[src/dbfc_pkg.sv]
// Purpose: Constants and types of the data block to flag copier.
// Assumes: One clock; the sequencer holds operands beside the start pulse.
// Notes: Register offsets are word indices on the plain register port.
//
// Contract
// - Write general flag bytes only, from open block.
// - Read consecutive words from start index onward.
// - Byte-wise and word-wise modes, otherwise identical.
// - Success clears result flag, accumulators untouched.
// - Fault sets result flag, accumulators untouched.
// - Fault when no data block is open.
// - Fault when last flag below first flag.
// - Fault when start word index does not exist.
// - Fault when block too short for range.

package dbfc_pkg;

  // ----------------------------------------------------------------
  // Register map
  // ----------------------------------------------------------------
  localparam int unsigned REG_AW = 4;
  localparam int unsigned REG_DW = 8;
  localparam logic [3:0] OFS_STATUS = 4'h0;
  localparam logic [3:0] OFS_MASK = 4'h1;
  localparam logic [3:0] OFS_INFO = 4'h2;
  localparam logic [3:0] OFS_CTRL = 4'h3;

  // ----------------------------------------------------------------
  // Field positions and reset values
  // ----------------------------------------------------------------
  localparam int unsigned STS_DONE_BIT = 0;
  localparam int unsigned STS_FAULT_BIT = 1;
  localparam int unsigned INFO_BUSY_BIT = 0;
  localparam int unsigned INFO_RLO_BIT = 1;
  localparam int unsigned INFO_MODE_BIT = 2;
  localparam int unsigned CTRL_EN_BIT = 0;
  localparam logic [1:0] MASK_RESET = 2'h0;
  localparam logic CTRL_EN_RESET = 1'b1;
  localparam logic RLO_RESET = 1'b0;

  // Mode select: low is byte-wise, high is word-wise.
  localparam logic MODE_BYTEWISE = 1'b0;
  localparam logic MODE_WORDWISE = 1'b1;

  // ----------------------------------------------------------------
  // Engine states, Gray coded from ST_IDLE through ST_WR1 to ST_FIN
  // ----------------------------------------------------------------
  typedef enum logic [2:0] {
    ST_IDLE = 3'h0,
    ST_CHK = 3'h1,
    ST_RD = 3'h3,
    ST_WT = 3'h2,
    ST_WR0 = 3'h6,
    ST_WR1 = 3'h7,
    ST_FIN = 3'h5
  } dbfc_state_e;

endpackage : dbfc_pkg

[src/dbfc_op_if.sv]
// Purpose: Operand bundle between the engine and its operand checker.
// Assumes: Operands are held stable in registers while checked.
// Notes: Purely combinational path, no state.
`timescale 1ns/1ps
`default_nettype none

interface dbfc_op_if #(
  parameter int unsigned DW_W = 16
);
  logic blk_open;
  logic [DW_W-1:0] blk_len;
  logic [DW_W-1:0] start_idx;
  logic [7:0] first_flag;
  logic [7:0] last_flag;
  logic fault;
  logic [8:0] n_words;

  modport engine (
    output blk_open, blk_len, start_idx, first_flag, last_flag,
    input fault, n_words
  );
  modport checker_side (
    input blk_open, blk_len, start_idx, first_flag, last_flag,
    output fault, n_words
  );
endinterface : dbfc_op_if

`default_nettype wire

[src/dbfc_check.sv]
// Purpose: Validates transfer operands and sizes the source range.
// Assumes: Inputs come from registers of the engine.
// Notes: Widened sums avoid wrap at the top of the word index range.
`timescale 1ns/1ps
`default_nettype none

module dbfc_check #(
  parameter int unsigned DW_W = 16
) (
  // Operands and verdict
  dbfc_op_if.checker_side op
);

  logic [8:0] n_bytes;
  logic [DW_W:0] end_idx;

  always_comb
  begin
    // Byte count and rounded-up word count.
    // range sizing
    n_bytes = {1'b0, op.last_flag} - {1'b0, op.first_flag} + 9'h001;
    op.n_words = (n_bytes + 9'h001) >> 1;
    end_idx = {1'b0, op.start_idx} + {{(DW_W - 8){1'b0}}, op.n_words};
    op.fault = 1'b0;
    if (!op.blk_open)
    begin
      op.fault = 1'b1;
    end
    if (op.last_flag < op.first_flag)
    begin
      op.fault = 1'b1;
    end
    if (op.start_idx >= op.blk_len)
    begin
      op.fault = 1'b1;
    end
    if (end_idx > {1'b0, op.blk_len})
    begin
      op.fault = 1'b1;
    end
  end

endmodule : dbfc_check

`default_nettype wire

[src/dbfc_top.sv]
// Purpose: Copies data block words into the general flag byte area.
// Assumes: Block memory answers a read one cycle later; same clock.
// Notes: Accumulators are inputs only, so they can never be altered.
//
// Our own choices: the address map and the address-and-strobe port.
`timescale 1ns/1ps
`default_nettype none

module dbfc_top
  import dbfc_pkg::*;
#(
  parameter int unsigned DW_W = 16
) (
  // Clock, reset, enable
  input wire logic CORE_CLK_I,
  input wire logic NRST_I,
  input wire logic CE_I,
  // Register port
  input wire logic [REG_AW-1:0] REG_ADDR_I,
  input wire logic [REG_DW-1:0] REG_WDATA_I,
  input wire logic REG_WR_I,
  input wire logic REG_RD_I,
  output logic [REG_DW-1:0] REG_RDATA_O,
  // Call from the sequencer
  input wire logic START_I,
  input wire logic MODE_I,
  input wire logic [15:0] SECOND_ACCUMULATOR_LOW_WORD_I,
  input wire logic [7:0] FIRST_ACCUMULATOR_LOW_HIGH_BYTE_I,
  input wire logic [7:0] FIRST_ACCUMULATOR_LOW_LOW_BYTE_I,
  output logic BUSY_O,
  output logic DONE_O,
  output logic RESULT_LOGIC_FLAG_O,
  // Open data block
  input wire logic BLOCK_OPEN_I,
  input wire logic [DW_W-1:0] BLOCK_LEN_I,
  output logic BLOCK_RD_O,
  output logic [DW_W-1:0] BLOCK_ADDR_O,
  input wire logic [15:0] BLOCK_RDATA_I,
  // General flag byte area
  output logic FLAG_WR_O,
  output logic [7:0] FLAG_ADDR_O,
  output logic [7:0] FLAG_WDATA_O,
  // Interrupt
  output logic IRQ_O
);

  // ----------------------------------------------------------------
  // Elaboration checks
  // ----------------------------------------------------------------
  if (DW_W < 9 || DW_W > 16)
  begin : g_bad_width
    $error("DW_W must lie between 9 and 16");
  end

  // ----------------------------------------------------------------
  // State
  // ----------------------------------------------------------------
  typedef struct packed {
    dbfc_state_e st;
    logic mode;
    logic blk_open;
    logic [DW_W-1:0] blk_len;
    logic [DW_W-1:0] start;
    logic [DW_W-1:0] word;
    logic [7:0] first;
    logic [7:0] last;
    logic [7:0] ptr;
    logic [15:0] data;
    logic fault;
    logic rd;
    logic [DW_W-1:0] addr;
    logic fwr;
    logic [7:0] faddr;
    logic [7:0] fdata;
    logic busy;
    logic done;
    logic result_logic_flag;
    logic irq;
    logic [1:0] sts;
    logic [1:0] mask;
    logic en;
    logic [REG_DW-1:0] rdata;
  } dbfc_state_s;

  localparam dbfc_state_s RESET_S = '{
    st: ST_IDLE,
    mode: MODE_BYTEWISE,
    result_logic_flag: RLO_RESET,
    mask: MASK_RESET,
    en: CTRL_EN_RESET,
    default: '0
  };

  dbfc_state_s s_q;
  dbfc_state_s s_d;
  logic [1:0] sts_set;
  logic [1:0] sts_clr;

  dbfc_op_if #(.DW_W(DW_W)) op ();

  assign op.blk_open = s_q.blk_open;
  assign op.blk_len = s_q.blk_len;
  assign op.start_idx = s_q.start;
  assign op.first_flag = s_q.first;
  assign op.last_flag = s_q.last;

  dbfc_check #(.DW_W(DW_W)) u_check (
    .op(op)
  );

  // ----------------------------------------------------------------
  // Next state
  // ----------------------------------------------------------------
  always_comb
  begin
    s_d = s_q;
    s_d.rd = 1'b0;
    s_d.fwr = 1'b0;
    s_d.done = 1'b0;
    s_d.rdata = '0;
    sts_set = 2'h0;
    sts_clr = 2'h0;
    case (s_q.st)
      ST_IDLE:
      begin
        if (START_I && s_q.en)
        begin
          s_d.start = SECOND_ACCUMULATOR_LOW_WORD_I[DW_W-1:0];
          s_d.fault = (SECOND_ACCUMULATOR_LOW_WORD_I >> DW_W) != 16'h0000;
          s_d.first = FIRST_ACCUMULATOR_LOW_HIGH_BYTE_I;
          s_d.last = FIRST_ACCUMULATOR_LOW_LOW_BYTE_I;
          s_d.mode = MODE_I;
          s_d.blk_open = BLOCK_OPEN_I;
          s_d.blk_len = BLOCK_LEN_I;
          s_d.busy = 1'b1;
          s_d.st = ST_CHK;
        end
      end
      ST_CHK:
      begin
        // Indexes wider than the block port cannot exist in the block.
        s_d.fault = op.fault | s_q.fault;
        s_d.word = s_q.start;
        s_d.ptr = s_q.first;
        s_d.st = s_d.fault ? ST_FIN : ST_RD;
      end
      ST_RD:
      begin
        s_d.rd = 1'b1;
        s_d.addr = s_q.word;
        s_d.st = ST_WT;
      end
      ST_WT:
      begin
        // The block memory answers one cycle after the read strobe.
        s_d.st = ST_WR0;
      end
      ST_WR0:
      begin
        s_d.data = BLOCK_RDATA_I;
        s_d.fwr = 1'b1;
        s_d.faddr = s_q.ptr;
        s_d.fdata = (s_q.mode == MODE_WORDWISE) ? BLOCK_RDATA_I[15:8]
                                                 : BLOCK_RDATA_I[7:0];
        s_d.ptr = s_q.ptr + 8'h01;
        s_d.st = (s_q.ptr == s_q.last) ? ST_FIN : ST_WR1;
      end
      ST_WR1:
      begin
        s_d.fwr = 1'b1;
        s_d.faddr = s_q.ptr;
        s_d.fdata = (s_q.mode == MODE_WORDWISE) ? s_q.data[7:0]
                                                 : s_q.data[15:8];
        s_d.ptr = s_q.ptr + 8'h01;
        s_d.word = s_q.word + {{(DW_W - 1){1'b0}}, 1'b1};
        s_d.st = (s_q.ptr == s_q.last) ? ST_FIN : ST_RD;
      end
      ST_FIN:
      begin
        s_d.result_logic_flag = s_q.fault;
        s_d.done = 1'b1;
        s_d.busy = 1'b0;
        sts_set[STS_DONE_BIT] = 1'b1;
        sts_set[STS_FAULT_BIT] = s_q.fault;
        s_d.st = ST_IDLE;
      end
      default:
      begin
        s_d.st = ST_IDLE;
        s_d.busy = 1'b0;
      end
    endcase

    // Register writes; a status event in the same cycle beats the clear.
    if (REG_WR_I)
    begin
      case (REG_ADDR_I)
        OFS_STATUS: sts_clr = REG_WDATA_I[1:0];
        OFS_MASK: s_d.mask = REG_WDATA_I[1:0];
        OFS_CTRL: s_d.en = REG_WDATA_I[CTRL_EN_BIT];
        default: sts_clr = 2'h0;
      endcase
    end
    s_d.sts = (s_q.sts & ~sts_clr) | sts_set;
    s_d.irq = |(s_d.sts & s_d.mask);

    // Reads answer in the next cycle; unmapped offsets read zero.
    if (REG_RD_I)
    begin
      case (REG_ADDR_I)
        OFS_STATUS: s_d.rdata = {6'h00, s_q.sts};
        OFS_MASK: s_d.rdata = {6'h00, s_q.mask};
        OFS_INFO:
        begin
          s_d.rdata[INFO_BUSY_BIT] = s_q.busy;
          s_d.rdata[INFO_RLO_BIT] = s_q.result_logic_flag;
          s_d.rdata[INFO_MODE_BIT] = s_q.mode;
        end
        OFS_CTRL: s_d.rdata[CTRL_EN_BIT] = s_q.en;
        default: s_d.rdata = '0;
      endcase
    end
  end

  // ----------------------------------------------------------------
  // Registers
  // ----------------------------------------------------------------
  always_ff @(posedge CORE_CLK_I)
  begin
    if (!NRST_I)
    begin
      s_q <= RESET_S;
    end
    else if (CE_I)
    begin
      s_q <= s_d;
    end
  end

  // ----------------------------------------------------------------
  // Outputs
  // ----------------------------------------------------------------
  assign REG_RDATA_O = s_q.rdata;
  assign BUSY_O = s_q.busy;
  assign DONE_O = s_q.done;
  assign RESULT_LOGIC_FLAG_O = s_q.result_logic_flag;
  assign BLOCK_RD_O = s_q.rd;
  assign BLOCK_ADDR_O = s_q.addr;
  assign FLAG_WR_O = s_q.fwr;
  assign FLAG_ADDR_O = s_q.faddr;
  assign FLAG_WDATA_O = s_q.fdata;
  assign IRQ_O = s_q.irq;

endmodule : dbfc_top

`default_nettype wire

[config.mk]
export PLATFORM = sky130hd
export DESIGN_NAME = dbfc_top
export DESIGN_NICKNAME = d
export VERILOG_FILES = /design/src/dbfc_pkg.sv /design/src/dbfc_op_if.sv /design/src/dbfc_check.sv /design/src/dbfc_top.sv
export SDC_FILE = /design/constraint.sdc
export NUM_CORES = 1
export LEC_CHECK = 0
export ABC_AREA = 1
export BUFFER_PORTS_ARGS = -buffer_cell sky130_fd_sc_hd__buf_2
export CORE_MARGIN = 4
export CORE_UTILIZATION = 62
export DETAILED_ROUTE_END_ITERATION = 10
export PLACE_DENSITY_LB_ADDON = 0.12
export SLEW_MARGIN = 20
export SYNTH_ARGS = -nofsm -noshare
export SYNTH_HDL_FRONTEND = slang
export SYNTH_SLANG_ARGS = --single-unit
[constraint.sdc]
create_clock -name CORE_CLK_I -period 7.78 [get_ports CORE_CLK_I]
set_input_delay 0.389 -clock CORE_CLK_I [delete_from_list [all_inputs] [get_ports CORE_CLK_I]]
set_output_delay 0.389 -clock CORE_CLK_I [all_outputs]
set_load 0.02 [all_outputs]
; ---- Yosys cells after proc, flatten, opt, wreduce, memory -nomap -nowiden
; Cells that the tools add are included.
[word_totals]
regBits = 145
input_bits = 84
wordCells = 100
[op_classes]
addsub = 6
n_lt_le_gt_ge = 3
n_eq_ne = 11
n_mux = 29
n_bitwise = 6
reduce_logical = 21
[op_table]
columns = operator, n
row1 = 37-bit two-way mux, 1
row2 = 17-bit one-hot mux with 2 select lines, 1
row3 = 16-bit one-hot mux with 2 select lines, 1
row4 = 9-bit by 1-bit adder with 9-bit output (second input constant), 2
row5 = 3-bit one-hot mux with 6 select lines, 1
row6 = 16-bit by 8-bit adder with 17-bit output, 1
row7 = 17-bit by 16-bit > comparator with 1-bit output, 1
row8 = 17-bit two-way mux, 1
row9 = 16-bit by 1-bit adder with 16-bit output (second input constant), 1
row10 = 16-bit greater-or-equal comparator, 1
row11 = 8-bit two-way mux, 2
row12 = 8-bit one-hot mux with 2 select lines, 1
row13 = 2-bit AND reduction, 7
row14 = 2-bit two-way mux, 6
row15 = 3-bit two-way mux, 4
row16 = 3-bit AND reduction, 4
row17 = 3-bit == test (second input constant), 3
row18 = 8-bit by 8-bit subtractor with 9-bit output, 1
row19 = 8-bit by 1-bit adder with 8-bit output (second input constant), 1
row20 = 4-bit by 2-bit == test with 1-bit output (second input constant), 2
row21 = 8-bit == test, 1
row22 = 8-bit < comparator, 1
row23 = 2-bit nonzero test, 4
row24 = 1-bit two-way mux, 7
row25 = 17 further kinds, 21

; ---- Longest topological paths before layout
; Gate-level depths: netlist of the first run.
[depth]
word_depth = 9
depth_mapped = 33
depth_no_buf = 33

; ---- Cells and area by module
; A second synthesis of the first run with hierarchy kept.
[hier_totals]
cells_unflattened = 1181
area_unflattened_um2 = 8315.5
[by_module_without_submodules]
columns = module, n_inst, cells_per_inst, area_per_inst_um2, seq_area_each_um2
row1 = dbfc_top, 1, 906, 6431.2, 2802.7
row2 = dbfc_check, 1, 275, 1884.3, 0.0

; ---- Least setup slack after synthesis of the first run
; Ideal clock, no wire load.
[synth_path]
path_kind = flip-flop to flip-flop
start = register s_q (netlist bit op.first_flag[1])
end = register s_q[144] (netlist name)
setup_ns = 0.070
t_arrival_ns = 4.009
slack_ns = 3.700
stages_incl_launch_ff = 32
cell_sequence = dfxtp_1 -> inv_1 -> ha_1 -> inv_1 -> ha_1 -> fa_1 -> nand3_1 -> a21o_1 -> nand2_1 -> a21oi_1 -> xor2_1 -> ha_1 -> nand2_1 -> o21ai_0 -> a21oi_1 -> nor3_1 -> xor2_1 -> ha_1 -> inv_1 -> nor3_1 -> nand2_1 -> nand2_1 -> nand2_1 -> nand2_1 -> nand2_1 -> nand2_1 -> nand2_1 -> nand2_1 -> nand2_1 -> nand2_1 -> nand2_1 -> a21oi_1
[synth_between]
elab_chain_len = 9
elab_cells_between_ends = 12
cone_classes = add/sub (4) / order compare (2) / mux (5) / bitwise (1)
[synth_lines]
columns = element, line_no
row1 = "start, declared", dbfc_top.sv:94  ; dbfc_state_s s_q;
row2 = "start signal, assigned", dbfc_top.sv:232  ; s_q <= RESET_S;
row3 = "start signal, assigned", dbfc_top.sv:236  ; s_q <= s_d;
row4 = 8-bit by 8-bit subtractor with 9-bit output, dbfc_check.sv:21  ; n_bytes = {1'b0, op.last_flag} - {1'b0, op.first_flag} + 9'h001;
row5 = 9-bit by 1-bit adder with 9-bit output, dbfc_check.sv:21
row6 = 9-bit by 1-bit adder with 9-bit output, dbfc_check.sv:22  ; op.n_words = (n_bytes + 9'h001) >> 1;
row7 = 16-bit by 8-bit adder with 17-bit output, dbfc_check.sv:23  ; end_idx = {1'b0, op.start_idx} + {{(DW_W - 8){1'b0}}, op.n_words};
row8 = 17-bit by 16-bit > comparator with 1-bit output, dbfc_check.sv:37  ; if (end_idx > {1'b0, op.blk_len})
row9 = 1-bit two-way mux *, dbfc_check.sv:37
row10 = 1-bit OR *, dbfc_top.sv:142  ; s_d.fault = op.fault | s_q.fault;
row11 = 3-bit two-way mux *, dbfc_top.sv:145  ; s_d.st = s_d.fault ? ST_FIN : ST_RD;
row12 = 3-bit one-hot mux with 6 select lines *, dbfc_top.sv:123  ; case (s_q.st)
; Every way passes the cells marked *; elsewhere a longest branch is shown, timed or not.
; A chain may end at the register's enable or synchronous reset.

; ---- Worst setup path after layout of the first run
; Same ends and word-level chain as after synthesis.

==> results.txt, run 1 <==
syn avg cell area - 7.23 um2
Largest stage delay, worst path - 0.43 ns
P&R area growth vs syn - 13.0%
Crit path required time - 8.12 ns
clock skew - 0.00719 ns
Hold Crit Class - input pin to flop
ANT nets after route - 0
FP Rows - 41
first-pass GRT wire length - 30400 um
LEAKAGE - 4.08 nW
initial antenna violation count - 0
DRT iter0 DRCs - 451
slowest stage cell, crit path - dfxtp_1
VDD IR max - 145 uV
CTS tree - yes
DR vias - 7197
crit path launch type - flop
Synth Register Bits - 140
largest cells by area after synthesis - dfxtp_1 35%, o21ai_0 10%, ha_1 9.3%
R2R cell count - 31
clock slew at reported path FFs - 0.06 ns
initial core utilization - 63.2%
slew margin rel. - 33.9%
Cell Area, Synth - 7940 um2
critical path endpoint category - flop
Tmin final - 4.77 ns
outcome - complete, no violations
period utilization - 61.3%
Final setup viols - 0
largest net degree at the start of global routing - 109
Synth area leader - dfxtp_1
RSZ-0062 raised after global routing - no
pwr/cell area - 241 nW/um2
post-synth top area share - 35.3%
Num CTS Buffers - 17
Fillers - 1073
EDFF count, synth - 0
post-CTS resize count - 0
number of library cell types mapped by synthesis - 34
TNS Setup - 0 ns
final wirelength - 19000 um
drt pass-1 iters - 5
number of I/O port buffers - 118
routed len/inst - 14.1 um
die area - 14700 um2
detailed-route DRC error count - 0
Ys Warns - 0
CORE AREA - 12600 um2
Placer Congestion - 0.891
hold depth - 3
Die Height - 121 um
H-tree Lvls - 4
nets@finish - 1310
most common cell after layout, fill and taps aside - nand2_1
Setup Fix Bufs, Post-CTS - 0
clk root buf - clkbuf_16
Die X - 121 um
Worst Tran Pin Value - 0.989 ns
critical path type - flop to flop
ys async rst share - 0%
crit-path most repeated cell - nand2_1
total power - 2.16 mW
Arrival @ worst endpoint - 5.11 ns
Gate Count Post-Synth - 1098
Max FO, Critical Path - 4
max-slew violations - 0
fraction of layout instances using a drive strength above 1 - 14.8%
Final Hold Viols - 0
IO Count - 130
grt total ovfl - 0
CTS Hold Bufs - 0
Max Clock Freq - 210 MHz
total track usage - 25.6%
most frequent cells in the layout - 166 x nand2_1, 159 x o21ai_0, 142 x a21oi_1
CTS Buffer Depth - 2
post-DR vias/cell - 5.35
dpl hpwl - 13300 um
Top FF cell, synth - dfxtp_1
vias in the first global route - 6454
Max-Cap Viols - 0
clock sink count - 140
antenna cells - 0
post-synthesis sequential area ratio - 35.3%
clk_lat worst skew - 0.42 ns
## worst max-delay path, delay by kind of cell, from the launching register on
kind / cells / cell delay, ns
compound gates: 6 / 1.01
buf+inv: 3 / 0.17
flops: 1 / 0.43
simple gates: 15 / 1.29
xor+xnor: 2 / 0.32
fa+ha+maj: 5 / 1.46
## logic make-up (layout without fill, tap and decap cells)
group,count (synthesis),in the layout,share of synthesized area (%)
adder cells (fa/ha/maj),65,65,10.8
buffers and inverters,219,291,12.6
other,1,5,0.0472
AND/OR/NAND/NOR,314,314,16.4
flip-flops,140,140,35.3
AO/OA/AOI/OAI,328,328,21.5
XOR/XNOR,31,31,3.42
## report_power, final
part	switching (mW)	total [mW]	internal (mW)	leakage (nW)
Combinational	0.292	0.491	0.199	2.62
Sequential	0.0293	0.775	0.746	1.14
Clock	0.317	0.897	0.580	0.318
Total	0.638	2.16	1.53	4.08
## Yosys cell counts, types with 3 or more instances
master    count
nor3_1       16
inv_2         7
fa_1          6
nand4_1      10
xor2_1       19
o211ai_1      4
buf_2         5
nor2_1       84
nand3_1      25
dfxtp_1     140
nor4_1        3
o21ai_0     159
a21o_1        3
ha_1         59
nand2_1     166
inv_1       128
nor3_2        3
a211oi_1     10
buf_4        41
clkbuf_1     34
a21oi_1     142
a31oi_1       6
or2_2         4
xnor2_1      12
## layer usage
metal  global-route usage (%)  part of all wire (%)  vias up
li1                         -                     -     3702
met1                     34.4                    45     3251
met2                     41.5                    47      208
met3                     4.52                   5.2       36
met4                     9.24                   2.4        0
met5                        0                     0        -
## registers in the layout (all words and copies together), names as in the netlist, 3 cells and up
| register | cells |
|---|---|
| op.last_flag | 8 |
| BLOCK_ADDR_O | 16 |
| op.start_idx | 16 |
| op.first_flag | 8 |
| s_q | 50 |
| FLAG_ADDR_O | 8 |
| FLAG_WDATA_O | 8 |
| op.blk_len | 16 |
| REG_RDATA_O | 3 |
## cell type report
cell class / instances / area [um2] / area share, %
clock buffer: 19 / 443 / 4.94
clock inverter: 13 / 211 / 2.36
inverter: 136 / 510 / 5.69
multi-input combinational: 743 / 4160 / 46.4
sequential: 140 / 2800 / 31.2
tap: 172 / 215 / 2.40
timing repair buffer: 123 / 628 / 7.00
## final timing paths
check                                                       from                      endpoint  slack (ns)
worst min register to register              s_q[67]$_SDFFE_PN0P_          s_q[67]$_SDFFE_PN0P_        0.46
worst min-delay path            SECOND_ACCUMULATOR_LOW_WORD_I[2]  op.start_idx[2]$_SDFFE_PN0P_        0.19
worst max register to register     op.first_flag[1]$_SDFFE_PN0P_         s_q[144]$_SDFFE_PN0P_        3.01
worst max-delay path               op.first_flag[1]$_SDFFE_PN0P_         s_q[144]$_SDFFE_PN0P_        3.01
## per-stage QoR
stage	area (um2)	cells	setup slack [ns]	hold slack (ns)	util, %
6_report	8970	1346	3.01	0.191	71.4
5_1_grt	8970	1346	2.50	0.204	71.4
4_1_cts	8970	1346	3.00	0.186	71.4
3_5_place_dp	8320	1314	3.03	0.442	66.2
3_3_place_gp	8320	1314	3.09	0.434	66.2
2_1_floorplan	7960	1102	3.70	0.424	-
Power figures use the tool's default switching activity.
==> run 2, diff against run 1 <==
Settings changed: CORE_UTILIZATION 62 to 57.
Clock period 7.78 ns to 4.52 ns, I/O delays scaled along.
==> run 2 against run 1 <==
Effect of this change:
- critical path depth grew 1
- register-to-register slack got worse by 2.9 ns
- critical endpoint unchanged
- hold slack got worse by 0.16 ns
- clock skew hardly changed
- sequential power rose by 73%
==> results.txt, run 2 (synthesis results as in run 1) <==
outcome - complete, no violations
CORE AREA - 13500 um2 (+7.0%)
detailed-route DRC error count - 0 (unchanged)
critical path endpoint category - flop
initial antenna violation count - 1 (+1)
critical path type - flop to flop
crit-path most repeated cell - nand2_1
post-DR vias/cell - 5.33 (-0.26%)
CTS tree - yes
final wirelength - 19800 um (+4.3%)
Hold Crit Class - input pin to flop
Arrival @ worst endpoint - 4.73 ns (-0.38 ns)
Biggest register - s_q
worst r2r src - op.first_flag[2]$_SDFFE_PN0P_
Largest stage delay, worst path - 0.61 ns (+0.18 ns)
RSZ-0062 raised after global routing - yes
CTS Buffer Depth - 2 (unchanged)
period utilization - 98.5% (+37 points)
Max FO, Critical Path - 3 (-1)
final hold slack - 0.0266 ns (-0.164 ns)
total power - 3.82 mW (+77%)
Num CTS Buffers - 17 (unchanged)
most frequent cells in the layout - 162 x nand2_1, 156 x o21ai_0, 136 x dfxtp_1
slew margin rel. - 32.4% (-1.4 points)
Worst Setup SP - op.first_flag[2]$_SDFFE_PN0P_
LEAKAGE - 4.17 nW (+2.4%)
fraction of layout instances using a drive strength above 1 - 19.1% (+4.3 points)
DR vias - 7301 (+1.4%)
clk_lat worst skew - 0.42 ns (about the same)
Placer Congestion - 0.869 (-2.5%)
crit path capture - s_q[144]$_SDFFE_PN0P_
nets@finish - 1329 (+1.5%)
vias in the first global route - 6627 (+2.7%)
dpl hpwl - 13700 um (+2.7%)
R2R cell count - 32 (+3.2%)
Max Clock Freq - 225 MHz (+7.2%)
Final setup viols - 0 (unchanged)
crit path launch type - flop
placed instance count - 1329 (+1.1%)
IO Count - 130 (unchanged)
VDD IR max - 354 uV (+140%)
final core utilization - 68.8% (-2.6 points)
ANT nets after route - 0 (unchanged)
slowest stage cell, crit path - fa_2
Placed Area - 8410 um2 (+1.1%)
clock skew - 0.00739 ns (+0.000202 ns)
Worst Tran Pin Value - 1.01 ns (+0.0239 ns)
die area - 15900 um2 (+8.2%)
pwr/cell area - 413 nW/um2 (+71%)
Die Height - 126 um (+4.0%)
largest net degree at the start of global routing - 86 (-21%)
drt pass-1 iters - 5 (unchanged)
initial core utilization - 59.0% (-4.2 points)
Final Non-Filler Cells - 1369 (+1.7%)
DRT iter0 DRCs - 469 (+4.0%)
P&R area growth vs syn - 16.5%
routed len/inst - 14.5 um (+2.6%)
first-pass GRT wire length - 31900 um (+4.9%)
H-tree Lvls - 4 (unchanged)
Max-Cap Viols - 0 (unchanged)
FP Rows - 42 (+2.4%)
R2R Path End - s_q[144]$_SDFFE_PN0P_
number of I/O port buffers - 118 (unchanged)
Tmin final - 4.45 ns (-0.320 ns)
max-slew violations - 0 (unchanged)
Final Hold Viols - 0 (unchanged)
clock slew at reported path FFs - 0.06 ns (about the same)
r2r setup slk - 0.07 ns (-2.94 ns)
clock sink count - 140 (unchanged)
most common cell after layout, fill and taps aside - nand2_1
Crit path required time - 4.79 ns (-3.33 ns)
Largest register FFs - 50 (unchanged)
antenna cells - 0 (unchanged)
clk root buf - clkbuf_16
grt total ovfl - 0 (unchanged)
Die X - 126 um (+4.0%)
total track usage - 24.3% (-1.3 points)
fin area - 9250 um2 (+3.1%)
## run 2: where the power goes
group          internal, mW  switching, mW
Combinational         0.451          0.580
Clock                 0.943          0.513
Sequential             1.28         0.0523
Total                  2.68           1.15
## run 2: routing by layer
layer  routed length (um)  vias to the layer above  part of all wire (%)  track usage (%)
met5                   13                        -                 0.066                0
met2                 9230                      195                    47             38.5
met1                 9100                     3332                    46             33.1
li1                     -                     3741                     -                -
met3                 1050                       31                   5.3             5.59
met4                  433                        2                   2.2             7.70
## run 2: worst max-delay path, delay by kind of cell (launching register included)
kind | cells | cell delay [ns]
xor gates and xnor gates | 2 | 0.39
DFF | 1 | 0.31
adders and majority gates | 4 | 1.38
and+or+nand+nor | 15 | 1.07
buffers and inverters | 3 | 0.22
AOI/OAI and AO/OA | 8 | 0.95
## run 2: what timing repair did
action,CTS,global route
gates resized for setup,6,43
cloned,0,0
endpoints found under the setup margin,3,3
hold endpoints to repair,0,0
pin swaps,4,35
hold buffers,0,0
setup buffers,1,7
## run 2: per-stage QoR
stage	TNS, ns	setup slack, ns
6_report	0	0.0670
5_1_grt	-0.670	-0.253
4_1_cts	0	0.00805
3_5_place_dp	-0.0332	-0.0332
3_3_place_gp	0	0.0964
2_1_floorplan	0	0.440
## run 2: worst min-delay path by stage
stage,startpoint,endpoint,cells past startpoint
2_1_floorplan,BLOCK_OPEN_I,op.blk_open$_SDFFE_PN0P_,2
3_3_place_gp,s_q[61]$_SDFFE_PN0P_,s_q[61]$_SDFFE_PN0P_,2
3_5_place_dp,s_q[62]$_SDFFE_PN0P_,s_q[62]$_SDFFE_PN0P_,2
4_1_cts,FIRST_ACCUMULATOR_LOW_LOW_BYTE_I[0],op.last_flag[0]$_SDFFE_PN0P_,3
5_1_grt,SECOND_ACCUMULATOR_LOW_WORD_I[4],op.start_idx[4]$_SDFFE_PN0P_,3
6_report,SECOND_ACCUMULATOR_LOW_WORD_I[2],op.start_idx[2]$_SDFFE_PN0P_,3
## run 2: layout make-up
cell class	instances	area, um2
Multi-Input combinational cell	743	4320
Clock buffer	27	513
Clock inverter	5	104
Inverter	136	510
Fill cell	1212	4200
Sequential cell	140	2810
Timing Repair Buffer	142	774
Tap cell	176	220
